`src/wsq_defines.svh`:
```
// Register offsets, field positions, reset values and timing constants of the sequencer
`ifndef WSQ_DEFINES_SVH
`define WSQ_DEFINES_SVH
`define WSQ_ADDR_W 8
`define WSQ_SLOT_FIRST_ADDR 8'h0F
`define WSQ_SLOT_LAST_ADDR 8'h16
`define WSQ_CTRL_ADDR 8'h0C
`define WSQ_GO_BIT 0
`define WSQ_DELAY_FLAG_BIT 7
`define WSQ_SLOT_FIRST_RESET 8'h01
`define WSQ_SLOT_OTHER_RESET 8'h00
`define WSQ_NUM_SLOTS 8
`define WSQ_CLK_HZ 10_000_000
`define WSQ_DELAY_STEP_MS 10
`define WSQ_DELAY_STEP_CYCLES ((`WSQ_CLK_HZ / 1000) * `WSQ_DELAY_STEP_MS)
`endif

```
`src/wsq_pkg.sv`:
```
// Types shared by the waveform sequencer modules
package wsq_pkg;
   typedef enum logic [1:0] {WSQ_IDLE, WSQ_FETCH, WSQ_PLAY, WSQ_WAIT} wsq_state_e;
   typedef logic [7:0] wsq_byte_t;
endpackage

```
`src/wsq_delay_timer.sv`:
```
// Idle timer counting whole steps of ten milliseconds
`timescale 1ns/1ps
`include "wsq_defines.svh"
module wsq_delay_timer
   import wsq_pkg::*;
#(
   parameter int STEP_CYCLES = `WSQ_DELAY_STEP_CYCLES
)
(
   input wire logic clk_i,
   input wire logic rst_n_i,
   input wire logic start_i,
   input wire logic abort_i,
   input wire logic [6:0] steps_i,
   output logic done_o
);
   typedef struct packed
   {
      logic [31:0] tick;
      logic [6:0] steps;
      logic busy;
      logic done;
   } wsq_tmr_s;
   wsq_tmr_s r;
   wsq_tmr_s next_r;
   always_comb
   begin
      next_r = r;
      next_r.done = 1'b0;
      if (abort_i)
      begin
         next_r.busy = 1'b0;
      end
      else if (start_i)
      begin
         next_r.tick = 32'h0000_0000;
         next_r.steps = steps_i;
         next_r.busy = (steps_i != 7'h00);
         next_r.done = (steps_i == 7'h00);
      end
      else if (r.busy)
      begin
         if (r.tick == 32'(STEP_CYCLES - 1))
         begin
            next_r.tick = 32'h0000_0000;
            next_r.steps = r.steps - 7'h01;
            if (r.steps == 7'h01)
            begin
               next_r.busy = 1'b0;
               next_r.done = 1'b1;
            end
         end
         else
         begin
            next_r.tick = r.tick + 32'h0000_0001;
         end
      end
   end
   always_ff @(posedge clk_i)
   begin
      if (!rst_n_i)
      begin
         r <= '0;
      end
      else
      begin
         r <= next_r;
      end
   end
   assign done_o = r.done;
endmodule

```
`src/wsq_slot_bank.sv`:
```
// Bank of eight sequencer slot registers
`timescale 1ns/1ps
`include "wsq_defines.svh"
module wsq_slot_bank
   import wsq_pkg::*;
#(
   parameter int NUM_SLOTS = `WSQ_NUM_SLOTS
)
(
   input wire logic clk_i,
   input wire logic rst_n_i,
   input wire logic wr_i,
   input wire logic [2:0] wr_idx_i,
   input wire logic [7:0] wr_data_i,
   input wire logic [2:0] rd_idx_i,
   output wsq_byte_t rd_data_o
);
   typedef struct packed
   {
      logic [NUM_SLOTS-1:0][7:0] slot;
   } wsq_bank_s;
   wsq_bank_s r;
   wsq_bank_s next_r;
   always_comb
   begin
      next_r = r;
      if (wr_i)
      begin
         next_r.slot[wr_idx_i] = wr_data_i;
      end
   end
   genvar g;
   generate
      for (g = 0; g < NUM_SLOTS; g++)
      begin : g_slot
         always_ff @(posedge clk_i)
         begin
            if (!rst_n_i)
            begin
               r.slot[g] <= (g == 0) ? `WSQ_SLOT_FIRST_RESET : `WSQ_SLOT_OTHER_RESET;
            end
            else
            begin
               r.slot[g] <= next_r.slot[g];
            end
         end
      end
   endgenerate
   assign rd_data_o = r.slot[rd_idx_i];
endmodule

```
`src/wsq_sequencer.sv`:
```
// Waveform sequencer: slot registers, process-fire bit and playback walk
//
// The plain strobed port was decided locally.
`timescale 1ns/1ps
`include "wsq_defines.svh"
// Overview of operation
// - Delay flag set: idle ten ms times value
// - Delay flag clear: value is waveform identifier
// - Identifier goes out on EFFECT_INDEX_O with EFFECT_START_O
// - Fire bit starts playback at first slot
// - Advance slots; stop at zero or eight
// - Zero identifier ends sequence, plays nothing
// - First slot resets to effect one
// - Fire bit holds; clear aborts; trigger sets
// - Second slot shares first slot layout
module wsq_sequencer
   import wsq_pkg::*;
#(
   parameter int STEP_CYCLES = `WSQ_DELAY_STEP_CYCLES
)
(
   input wire logic CLK_I,
   input wire logic RST_N_I,
   input wire logic [7:0] ADDR_I,
   input wire logic [7:0] WDATA_I,
   input wire logic WR_I,
   input wire logic RD_I,
   input wire logic TRIG_I,
   input wire logic EFFECT_DONE_I,
   output logic [7:0] RDATA_O,
   output logic EFFECT_START_O,
   output logic [6:0] EFFECT_INDEX_O,
   output logic PLAYING_O,
   output logic IDLING_O
);
   typedef struct packed
   {
      wsq_state_e state;
      logic [2:0] idx;
      logic go;
      logic [7:0] rdata;
      logic start;
      logic [6:0] effect;
      logic playing;
      logic idling;
   } wsq_seq_s;
   wsq_seq_s r;
   wsq_seq_s next_r;
   wsq_byte_t slot_data;
   logic slot_wr;
   logic [2:0] wr_idx;
   logic [2:0] rd_idx;
   logic in_slots;
   logic rd_in_slots;
   logic tmr_start;
   logic tmr_abort;
   logic tmr_done;
   wsq_byte_t rd_slot;
   logic [7:0] wr_off;
   logic [7:0] rd_off;
   logic sw_clear;
   logic fire;

   assign in_slots = (ADDR_I >= `WSQ_SLOT_FIRST_ADDR) && (ADDR_I <= `WSQ_SLOT_LAST_ADDR);
   assign wr_off = ADDR_I - `WSQ_SLOT_FIRST_ADDR;
   assign rd_off = ADDR_I - `WSQ_SLOT_FIRST_ADDR;
   assign slot_wr = WR_I && in_slots;
   assign wr_idx = wr_off[2:0];
   assign rd_in_slots = in_slots;
   assign sw_clear = WR_I && (ADDR_I == `WSQ_CTRL_ADDR) && !WDATA_I[`WSQ_GO_BIT];
   assign fire = TRIG_I || (WR_I && (ADDR_I == `WSQ_CTRL_ADDR) && WDATA_I[`WSQ_GO_BIT]);
   // Bank has two read views: register read and playback fetch share one port
   assign rd_idx = (r.state == WSQ_IDLE && RD_I && rd_in_slots) ? rd_off[2:0] : r.idx;
   assign rd_slot = slot_data;

   wsq_slot_bank #(.NUM_SLOTS(`WSQ_NUM_SLOTS)) u_bank
   (
      .clk_i(CLK_I),
      .rst_n_i(RST_N_I),
      .wr_i(slot_wr),
      .wr_idx_i(wr_idx),
      .wr_data_i(WDATA_I),
      .rd_idx_i(rd_idx),
      .rd_data_o(slot_data)
   );

   wsq_delay_timer #(.STEP_CYCLES(STEP_CYCLES)) u_timer
   (
      .clk_i(CLK_I),
      .rst_n_i(RST_N_I),
      .start_i(tmr_start),
      .abort_i(tmr_abort),
      .steps_i(slot_data[6:0]),
      .done_o(tmr_done)
   );

   always_comb
   begin
      next_r = r;
      next_r.start = 1'b0;
      next_r.rdata = 8'h00;
      tmr_start = 1'b0;
      tmr_abort = 1'b0;
      if (RD_I)
      begin
         if (ADDR_I == `WSQ_CTRL_ADDR)
         begin
            next_r.rdata[`WSQ_GO_BIT] = r.go;
         end
         else if (in_slots)
         begin
            next_r.rdata = rd_slot;
         end
      end

      case (r.state)
         WSQ_IDLE:
         begin
            if (fire)
            begin
               next_r.go = 1'b1;
               next_r.idx = 3'h0;
               next_r.state = WSQ_FETCH;
            end
         end
         WSQ_FETCH:
         begin
            if (slot_data[`WSQ_DELAY_FLAG_BIT])
            begin
               tmr_start = 1'b1;
               next_r.idling = 1'b1;
               next_r.state = WSQ_WAIT;
            end
            else if (slot_data[6:0] == 7'h00)
            begin
               next_r.go = 1'b0;
               next_r.state = WSQ_IDLE;
            end
            else
            begin
               next_r.effect = slot_data[6:0];
               next_r.start = 1'b1;
               next_r.playing = 1'b1;
               next_r.state = WSQ_PLAY;
            end
         end
         WSQ_PLAY, WSQ_WAIT:
         begin
            if ((r.state == WSQ_PLAY && EFFECT_DONE_I) || (r.state == WSQ_WAIT && tmr_done))
            begin
               next_r.playing = 1'b0;
               next_r.idling = 1'b0;
               if (r.idx == 3'(`WSQ_NUM_SLOTS - 1))
               begin
                  next_r.go = 1'b0;
                  next_r.state = WSQ_IDLE;
               end
               else
               begin
                  next_r.idx = r.idx + 3'h1;
                  next_r.state = WSQ_FETCH;
               end
            end
         end
         default:
         begin
            next_r.state = WSQ_IDLE;
         end
      endcase

      if (sw_clear && r.state != WSQ_IDLE)
      begin
         tmr_abort = 1'b1;
         next_r.go = 1'b0;
         next_r.playing = 1'b0;
         next_r.idling = 1'b0;
         next_r.start = 1'b0;
         next_r.effect = r.effect;
         next_r.state = WSQ_IDLE;
      end
   end

   always_ff @(posedge CLK_I)
   begin
      if (!RST_N_I)
      begin
         r <= '0;
      end
      else
      begin
         r <= next_r;
      end
   end

   assign RDATA_O = r.rdata;
   assign EFFECT_START_O = r.start;
   assign EFFECT_INDEX_O = r.effect;
   assign PLAYING_O = r.playing;
   assign IDLING_O = r.idling;

   a_abort_stops: assert property (@(posedge CLK_I) disable iff (!RST_N_I)
      (sw_clear && r.state != WSQ_IDLE) |=> (r.state == WSQ_IDLE && !r.go))
      else $error("abort did not stop playback");

   a_fire_starts: assert property (@(posedge CLK_I) disable iff (!RST_N_I)
      (r.state == WSQ_IDLE && fire) |=> (r.go && r.idx == 3'h0 && r.state == WSQ_FETCH))
      else $error("fire did not start at first slot");

   a_zero_ends: assert property (@(posedge CLK_I) disable iff (!RST_N_I)
      (r.state == WSQ_FETCH && slot_data == 8'h00 && !sw_clear) |=> (!r.go && !r.start))
      else $error("zero slot did not end sequence");

   a_delay_idles: assert property (@(posedge CLK_I) disable iff (!RST_N_I)
      (r.state == WSQ_FETCH && slot_data[`WSQ_DELAY_FLAG_BIT] && !sw_clear)
      |=> (r.idling && !r.start))
      else $error("delay slot did not idle");

   a_effect_index: assert property (@(posedge CLK_I) disable iff (!RST_N_I)
      (r.state == WSQ_FETCH && !slot_data[`WSQ_DELAY_FLAG_BIT] && slot_data[6:0] != 7'h00
      && !sw_clear) |=> (r.start && r.effect == $past(slot_data[6:0])))
      else $error("effect index wrong");

   a_last_slot_done: assert property (@(posedge CLK_I) disable iff (!RST_N_I)
      (r.state == WSQ_PLAY && EFFECT_DONE_I && r.idx == 3'(`WSQ_NUM_SLOTS - 1) && !sw_clear)
      |=> !r.go)
      else $error("fire bit held after eighth slot");

   a_slot_advance: assert property (@(posedge CLK_I) disable iff (!RST_N_I)
      (r.state == WSQ_PLAY && EFFECT_DONE_I && r.idx != 3'(`WSQ_NUM_SLOTS - 1) && !sw_clear)
      |=> (r.idx == $past(r.idx) + 3'h1))
      else $error("slot did not advance");

   a_go_holds: assert property (@(posedge CLK_I) disable iff (!RST_N_I)
      (r.state != WSQ_IDLE) |-> r.go)
      else $error("fire bit dropped during playback");

   a_wait_advance: assert property (@(posedge CLK_I) disable iff (!RST_N_I)
      (r.state == WSQ_WAIT && tmr_done && r.idx != 3'(`WSQ_NUM_SLOTS - 1) && !sw_clear)
      |=> (r.state == WSQ_FETCH && r.idx == $past(r.idx) + 3'h1))
      else $error("delay slot did not advance");

   a_wait_last_done: assert property (@(posedge CLK_I) disable iff (!RST_N_I)
      (r.state == WSQ_WAIT && tmr_done && r.idx == 3'(`WSQ_NUM_SLOTS - 1) && !sw_clear)
      |=> (r.state == WSQ_IDLE && !r.go))
      else $error("fire bit held after eighth delay slot");

   a_start_pulse: assert property (@(posedge CLK_I) disable iff (!RST_N_I)
      r.start
      |=> !r.start)
      else $error("effect start longer than one cycle");

   a_start_playing: assert property (@(posedge CLK_I) disable iff (!RST_N_I)
      r.start
      |-> (r.playing && r.state == WSQ_PLAY))
      else $error("effect start without playback");

   a_delay_quiet: assert property (@(posedge CLK_I) disable iff (!RST_N_I)
      r.idling
      |-> (!r.playing && !r.start))
      else $error("effect output during delay");

   a_idle_outputs: assert property (@(posedge CLK_I) disable iff (!RST_N_I)
      (r.state == WSQ_IDLE)
      |-> (!r.go && !r.playing && !r.idling))
      else $error("activity left after playback end");

   a_play_holds: assert property (@(posedge CLK_I) disable iff (!RST_N_I)
      (r.state == WSQ_PLAY && !EFFECT_DONE_I && !sw_clear)
      |=> (r.state == WSQ_PLAY && r.playing))
      else $error("effect left before done");

   a_wait_holds: assert property (@(posedge CLK_I) disable iff (!RST_N_I)
      (r.state == WSQ_WAIT && !tmr_done && !sw_clear)
      |=> (r.state == WSQ_WAIT && r.idling))
      else $error("delay left before timer end");

   a_fetch_once: assert property (@(posedge CLK_I) disable iff (!RST_N_I)
      (r.state == WSQ_FETCH)
      |=> (r.state != WSQ_FETCH))
      else $error("slot fetch stalled");

   a_effect_steady: assert property (@(posedge CLK_I) disable iff (!RST_N_I)
      $changed(r.effect)
      |-> r.start)
      else $error("effect index changed without start");

   a_ctrl_read: assert property (@(posedge CLK_I) disable iff (!RST_N_I)
      (RD_I && ADDR_I == `WSQ_CTRL_ADDR)
      |=> (r.rdata[`WSQ_GO_BIT] == $past(r.go)))
      else $error("fire bit read back wrong");

   a_abort_quiet: assert property (@(posedge CLK_I) disable iff (!RST_N_I)
      (sw_clear && r.state != WSQ_IDLE)
      |=> (!r.playing && !r.idling && !r.start))
      else $error("output active after abort");

   a_busy_ignores: assert property (@(posedge CLK_I) disable iff (!RST_N_I)
      (r.state == WSQ_PLAY && fire && !EFFECT_DONE_I && !sw_clear)
      |=> (r.state == WSQ_PLAY && r.idx == $past(r.idx)))
      else $error("fire while busy restarted playback");

   a_first_slot: assert property (@(posedge CLK_I) disable iff (!RST_N_I)
      $rose(r.go)
      |-> (r.idx == 3'h0 && r.state == WSQ_FETCH))
      else $error("playback did not begin at first slot");

   a_stop_no_play: assert property (@(posedge CLK_I) disable iff (!RST_N_I)
      (r.state == WSQ_FETCH && slot_data == 8'h00 && !sw_clear)
      |=> (r.state == WSQ_IDLE && !r.playing && !r.idling))
      else $error("zero slot was played");
endmodule

```
`config.mk`:
```
export PLATFORM = sky130hd
export DESIGN_NAME = wsq_sequencer
export DESIGN_NICKNAME = d
export VERILOG_FILES = /design/src/wsq_pkg.sv /design/src/wsq_delay_timer.sv /design/src/wsq_slot_bank.sv /design/src/wsq_sequencer.sv
export VERILOG_INCLUDE_DIRS = /design/src
export SDC_FILE = /design/constraint.sdc
export NUM_CORES = 1
export LEC_CHECK = 0
export BUFFER_PORTS_ARGS = -buffer_cell sky130_fd_sc_hd__buf_2
export CELL_PAD_IN_SITES_DETAIL_PLACEMENT = 1
export CELL_PAD_IN_SITES_GLOBAL_PLACEMENT = 1
export CORE_UTILIZATION = 50
export CTS_BUF_LIST = sky130_fd_sc_hd__clkbuf_16
export CTS_CLUSTER_DIAMETER = 80
export DETAILED_ROUTE_END_ITERATION = 7
export GPL_TIMING_DRIVEN = 1
export PLACE_DENSITY_LB_ADDON = 0.1
export RECOVER_POWER = 25
export SYNTH_ARGS = -nofsm -noshare
export SYNTH_HDL_FRONTEND = slang
export SYNTH_SLANG_ARGS = --single-unit
```
`constraint.sdc`:
```
create_clock -name CLK_I -period 10 [get_ports CLK_I]
set_clock_uncertainty 0.1 [all_clocks]
set_input_delay 1 -clock CLK_I [delete_from_list [all_inputs] [get_ports CLK_I]]
set_output_delay 1 -clock CLK_I [all_outputs]
set_load 0.02 [all_outputs]
```
-- Yosys cells after proc, flatten, opt, wreduce, memory -nomap -nowiden
Index checks and enable logic that the tools add are counted.
- $add $sub $neg: 4
- magnitude comparators: 5
- equal/unequal tests: 15
- muxes and demuxes: 33
- bitwise operators: 8
- reduce and logical (&&, ||, !) cells: 36
- operator list (kind ; number):
    41-bit two-way mux ; 2
    64-bit bitwise mux ; 1
    32-bit by 1-bit adder with 32-bit output (second input constant) ; 1
    32-bit by 17-bit == test with 1-bit output (second input constant) ; 1
    32-bit two-way mux ; 1
    8-bit binary-select mux with 3-bit select ; 1
    8-bit demux with 3-bit select ; 1
    9-bit two-way mux ; 2
    8-bit two-way mux ; 2
    2-bit != test (second input constant) ; 8
    6-bit two-way mux ; 2
    4-bit AND reduction ; 3
    1-bit logical AND ; 11
    1-bit two-way mux ; 11
    2-bit nonzero test ; 5
    8-bit by 4-bit == test with 1-bit output (second input constant) ; 1
    8-bit by 4-bit greater-or-equal comparator with 1-bit output (second input constant) ; 1
    8-bit by 5-bit less-or-equal comparator with 1-bit output (second input constant) ; 1
    3-bit by 4-bit less-than comparator with 1-bit output (second input constant) ; 2
    2-bit two-way mux ; 4
    1-bit NOT ; 8
    4-bit OR reduction ; 2
    7-bit by 1-bit == test with 1-bit output (second input constant) ; 1
    7-bit logical NOT ; 1
    other kinds (20) ; 28
- register bits: 129
- input port bits: 22
- output and inout port bits: 18
- logic and storage cells: 122

-- Longest topological paths before layout
- depth after elaboration: 10
- depth in mapped cells: 14

-- Cells and area by module
From an unflattened synthesis, not the netlist that was laid out.
- cell total of the unflattened synthesis: 707
- area, all modules: 6566.3 sq um
- by module, submodules not included (module ; instances ; cells an instance ; area each (sq um) ; seq. area each (sq um)):
    wsq_slot_bank ; 1 ; 301 ; 3088.0 ; 1281.2
    wsq_delay_timer ; 1 ; 262 ; 2208.4 ; 820.8
    wsq_sequencer ; 1 ; 144 ; 1270.0 ; 480.5

-- Worst setup path after synthesis
Ideal clock, no wire load.
- path kind: input-to-reg
- start point: in ADDR_I[0]
- end point: reg u_timer.r[25] (netlist bit)
- arrival time: 3673 ps
- data required time: 9785 ps
- slack: 6112 ps
- cell stages on the path: 14
- buffers on the path: 3
- path through: inv_1 -> ha_1 -> nand3b_1 -> a32o_1 -> buf_4 -> nand2_4 -> mux2_4 -> a2111oi_0 -> nor4_2 -> a22oi_2 -> buf_2 -> buf_2 -> nor3_1 -> o21ba_2
- word-level cells in the longest chain between the ends: 10
- elaborated cells between the ends (all ways): 19
- ends and longest elaborated chain (element ; RTL line ; RTL):
    from (decl) ; wsq_sequencer.sv:24 ; input wire logic [7:0] ADDR_I,
    8-bit by 4-bit greater-or-equal comparator with 1-bit output (no source line) / 8-bit by 5-bit less-or-equal comparator with 1-bit output (equally long branches) ; n/a ;
    1-bit logical AND ; wsq_sequencer.sv:64 ; assign in_slots = (ADDR_I >= `WSQ_SLOT_FIRST_ADDR) && (ADDR_I <= `WSQ_SLOT_LAST_ADDR);
    1-bit logical AND ; wsq_sequencer.sv:73 ; assign rd_idx = (r.state == WSQ_IDLE && RD_I && rd_in_slots) ? rd_off[2:0] : r.idx;
    3-bit two-way mux ; wsq_sequencer.sv:73 ;
    8-bit binary-select mux with 3-bit select ; wsq_slot_bank.sv:49 ; assign rd_data_o = r.slot[rd_idx_i];
    8-bit two-way mux (not written as such) ; wsq_slot_bank.sv:49 ;
    1-bit two-way mux ; wsq_sequencer.sv:128 ; if (slot_data[`WSQ_DELAY_FLAG_BIT])
    1-bit two-way mux ; wsq_sequencer.sv:116 ; case (r.state)
    2-bit nonzero test (no source line) ; n/a ;
    2-bit AND reduction (no source line) ; n/a ;
    to (signal assigned) ; wsq_delay_timer.sv:67 ; r <= next_r;
    to (decl) ; wsq_delay_timer.sv:24 ; wsq_tmr_s r;
Several ways; a longest one is shown, not always the timed one. The select of a mux whose other input is x is not followed.
A chain may end at the register's enable or synchronous reset.

-- Final worst setup path
- start point: in ADDR_I[0]
- end point: reg r, in the netlist EFFECT_INDEX_O[2]
- word-level cells in the longest chain between the ends: 9
- elaborated cells between the ends (all ways): 17
- ends and longest elaborated chain (element ; RTL line ; RTL):
    8-bit by 4-bit greater-or-equal comparator with 1-bit output (no source line) / 8-bit by 5-bit less-or-equal comparator with 1-bit output (equally long branches) ; n/a ;
    1-bit logical AND ; wsq_sequencer.sv:64 ;
    1-bit logical AND ; wsq_sequencer.sv:73 ;
    3-bit two-way mux ; wsq_sequencer.sv:73 ;
    8-bit binary-select mux with 3-bit select ; wsq_slot_bank.sv:49 ;
    8-bit two-way mux (not written as such) ; wsq_slot_bank.sv:49 ;
    7-bit logical NOT ; wsq_sequencer.sv:134 ; else if (slot_data[6:0] == 7'h00)
    1-bit NOT (no source line) ; n/a ;
    4-bit AND reduction (no source line) ; n/a ;
    to (signal assigned) ; wsq_sequencer.sv:191 ; r <= next_r;
    to (decl) ; wsq_sequencer.sv:47 ; wsq_seq_s r;
Several ways; a longest one is shown, not always the timed one. The select of a mux whose other input is x is not followed.

==> metrics.yaml <==
status: "completed"
final_cell_mix: "dfxtp_1 (129), nor2_1 (82), mux2i_1 (62)"
avgSynthCellArea_um2: 8.824
synth_fa_ha_area_share_pct: 1.517
tns_ps: 0
critPathLaunchType: "input port"
post_cts_resized: 0
m1WireLength_mm: 8.288
postCtsSetupRepairBufs: 0
synth_top_area_cell: "dfxtp_1"
p_switching_w: 0.0003267
cts_tree: "built"
final-seq-area_mm2: 0.002582
arrival_ps: 5560
grt_util_all_layers_pct: 28.61
cts_buffers: 17
grt_overflow: 0
die-height_um: 116.9
cp_slowest_cell: "nand3_1"
ys_ff_latch: 129
synthToLayoutAreaGrowth_pct: 9.706
ys_top_cells_by_area: "dfxtp_1 (39%), mux2i_1 (9.4%), nor2_1 (4.7%)"
clockBufferDepth: 2
post-route-period-util_pct: 53.41
multi_input_area_mm2: 0.003651
fillers: 1543
grt_pass1_vias: 5734
grt_pass1_wl_mm: 29.64
first_iter_violations: 352
syn_area_mm2: 0.006600
powerDensity_mw_per_mm2: 172.0
irDropWorstVdd_uv: 138.7
cap_violations: 0
switching_share_pct: 26.24
synth_fp_nets: 778
worst_setup_path_end_kind: "flip-flop"
hold_buffers: 0
path_class: "in -> reg"
p_int_w: 0.0009184
ys_types: 67
rows: 41
htreeDepth: 4
vias: 5731
dpl.hpwl_mm: 12.44
vias_per_cell: 6.162
synth_cells: 748
portBuffers: 39
r2r_slack_ps: 5620
synth_ff_type: "dfxtp_1"
num_antenna_cells: 0
antenna_found_initial: 0
postRouteAntennaNets: 0
finalCriticalPeriod_ps: 5341
drt-wirelength-per-cell_um: 20.02
crit_path_cell_trace: "clkbuf_1 > inv_1 > ha_1 > nand3b_1 > a32o_1 > nand3_1 > nand2_2 > mux2_1 > mux4_2 > nor4_2 > nor2_2 > o21a_1"
routed_wirelength_mm: 18.62
synth_top_area_share_pct: 39.13
combPwrFrac_pct: 9.5
mostFrequentLayoutCell: "dfxtp_1"
muxShareOfSynthArea_pct: 14.24
grt_start_max_net_pins: 71
rsz0062_at_grt: "false"
core-area_mm2: 0.01272
highest_layer: "met4"
clock_power_share_pct: 47.4
holdCritPathClass: "reg -> reg"
crit_fanout: 21
synth-xor-area-share_pct: 0.9289
drv_slew: 0
drive_above_1_share_pct: 12.14
cp.required_ps: 10220
drc: 0
synth_edf_count: 0
gp_congestion: 0.8716
setup_viol: 0
dp.cells: 900
hold_viol_final: 0
route.met2.wl_mm: 9.348
tightest_slew_ps: 1305
clk_latency_ps: 420
nets: 777
seq_area_frac_synth_pct: 39.13
async_flop_share_pct: 0
synth_top_family_by_area: "simple AND/OR/NAND/NOR gates"
synthSimpleGateAreaFrac_pct: 22.01
met3_length_um: 623
fin_cells: 930
die-area_mm2: 0.01366
cts-root-buf: "clkbuf_16"
leakagePower_nw: 2.559
yosys_warnings: 0
seq_power_share_pct: 43.1
maxSlewHeadroom_pct: 12.69
slowest_delay_ps: 770
die_x_um: 116.9
cts_sinks: 129
max_freq_mhz: 187.2
clk_pin_slew_ps: 60
io-pin-count: 40
start_util_pct: 51.88
synth-compound-area-share_pct: 16.64
drt_pass1_iterations: 4
## Yosys cell counts, types with 5 or more instances
master / n
dfxtp_1: 129
nor2_1: 82
mux2i_1: 62
nand2_1: 58
a21oi_1: 48
o21ai_0: 30
clkbuf_1: 26
nand3_1: 22
or3_1: 21
buf_4: 18
a21boi_0: 17
a32oi_1: 17
or4_1: 15
and3_1: 14
nor4_1: 14
nor3_1: 12
o31ai_1: 12
buf_2: 10
inv_1: 10
mux2_2: 10
nand4_1: 10
buf_1: 8
ha_1: 8
a31oi_1: 7
and2_1: 7
mux4_2: 7
o221a_2: 5
## cell families after synthesis
family	count (synthesis)
buf+inv	74
simple gates	282
mux	83
compound gates	165
fa+ha+maj	8
flops	129
xor+xnor	7
## path summary, 6_finish.rpt
check / from / end / depth (start not counted)
worst max-delay path: ADDR_I[0] / EFFECT_INDEX_O[2]$_SDFFE_PN0P_ / 12
worst min register to register: EFFECT_INDEX_O[3]$_SDFFE_PN0P_ / EFFECT_INDEX_O[3]$_SDFFE_PN0P_ / 2
worst min-delay path: EFFECT_INDEX_O[3]$_SDFFE_PN0P_ / EFFECT_INDEX_O[3]$_SDFFE_PN0P_ / 2
worst max register to register: r[23]$_SDFFE_PP0P_ / EFFECT_INDEX_O[0]$_SDFFE_PN0P_ / 9
## metal layers
layer / global-route usage [%] / up-vias
met5: 0 / -
met4: 12.49 / 0
met2: 48.88 / 108
met3: 5.767 / 33
met1: 35.00 / 2850
li1: - / 2740
## cell type report
class | count | area share [%]
clock inverters | 13 | 1.711
inverters | 11 | 0.5702
flip-flops and latches | 129 | 35.67
clock buffers | 17 | 5.875
multi-input cells | 545 | 50.42
repair buffers | 43 | 2.782
well taps | 172 | 2.972
## metrics by stage
| step | instance area (um2) | setup slack (ps) | total power, W | utilization, % | hold slack, ps |
|---|---|---|---|---|---|
| final | 7241 | 4659 | 0.001245 | 56.91 | 368.9 |
| after global routing | 7241 | 4279 | 0.001286 | 56.91 | 392.6 |
| after CTS | 7269 | 5068 | 0.001250 | 57.14 | 368.1 |
| after detailed placement | 6720 | 4693 | 0.0006641 | 52.82 | 355.8 |
| after global placement | 6720 | 4915 | 0.0006597 | 52.82 | 345.3 |
| after floorplan | 6600 | 6112 | 0.0006370 | - | 327.2 |
## power by group through the flow
stage | clock, W | combinational, W | sequential (W)
6_report | 0.000590 | 0.000119 | 0.000536
5_1_grt | 0.000620 | 0.000129 | 0.000537
4_1_cts | 0.000595 | 0.000119 | 0.000536
3_5_place_dp | 0 | 0.000117 | 0.000547
3_3_place_gp | 0 | 0.000113 | 0.000546
2_1_floorplan | 0 | 0.0000931 | 0.000544
## flip-flops by register name, summed over array words and instances, names as in the netlist
register	flops
EFFECT_START_O	1
PLAYING_O	1
RDATA_O	8
EFFECT_INDEX_O	7
IDLING_O	1
r	6
u_timer.r	40
u_timer.done_o	1
u_bank.r	64
## critical path: cells and delay by family
kind,cells,cell delay (ps)
mux,2,940
simple gates,5,2310
fa+ha+maj,1,150
compound gates,2,880
buf+inv,2,260
Note: power is estimated with default switching activity, not from simulation.
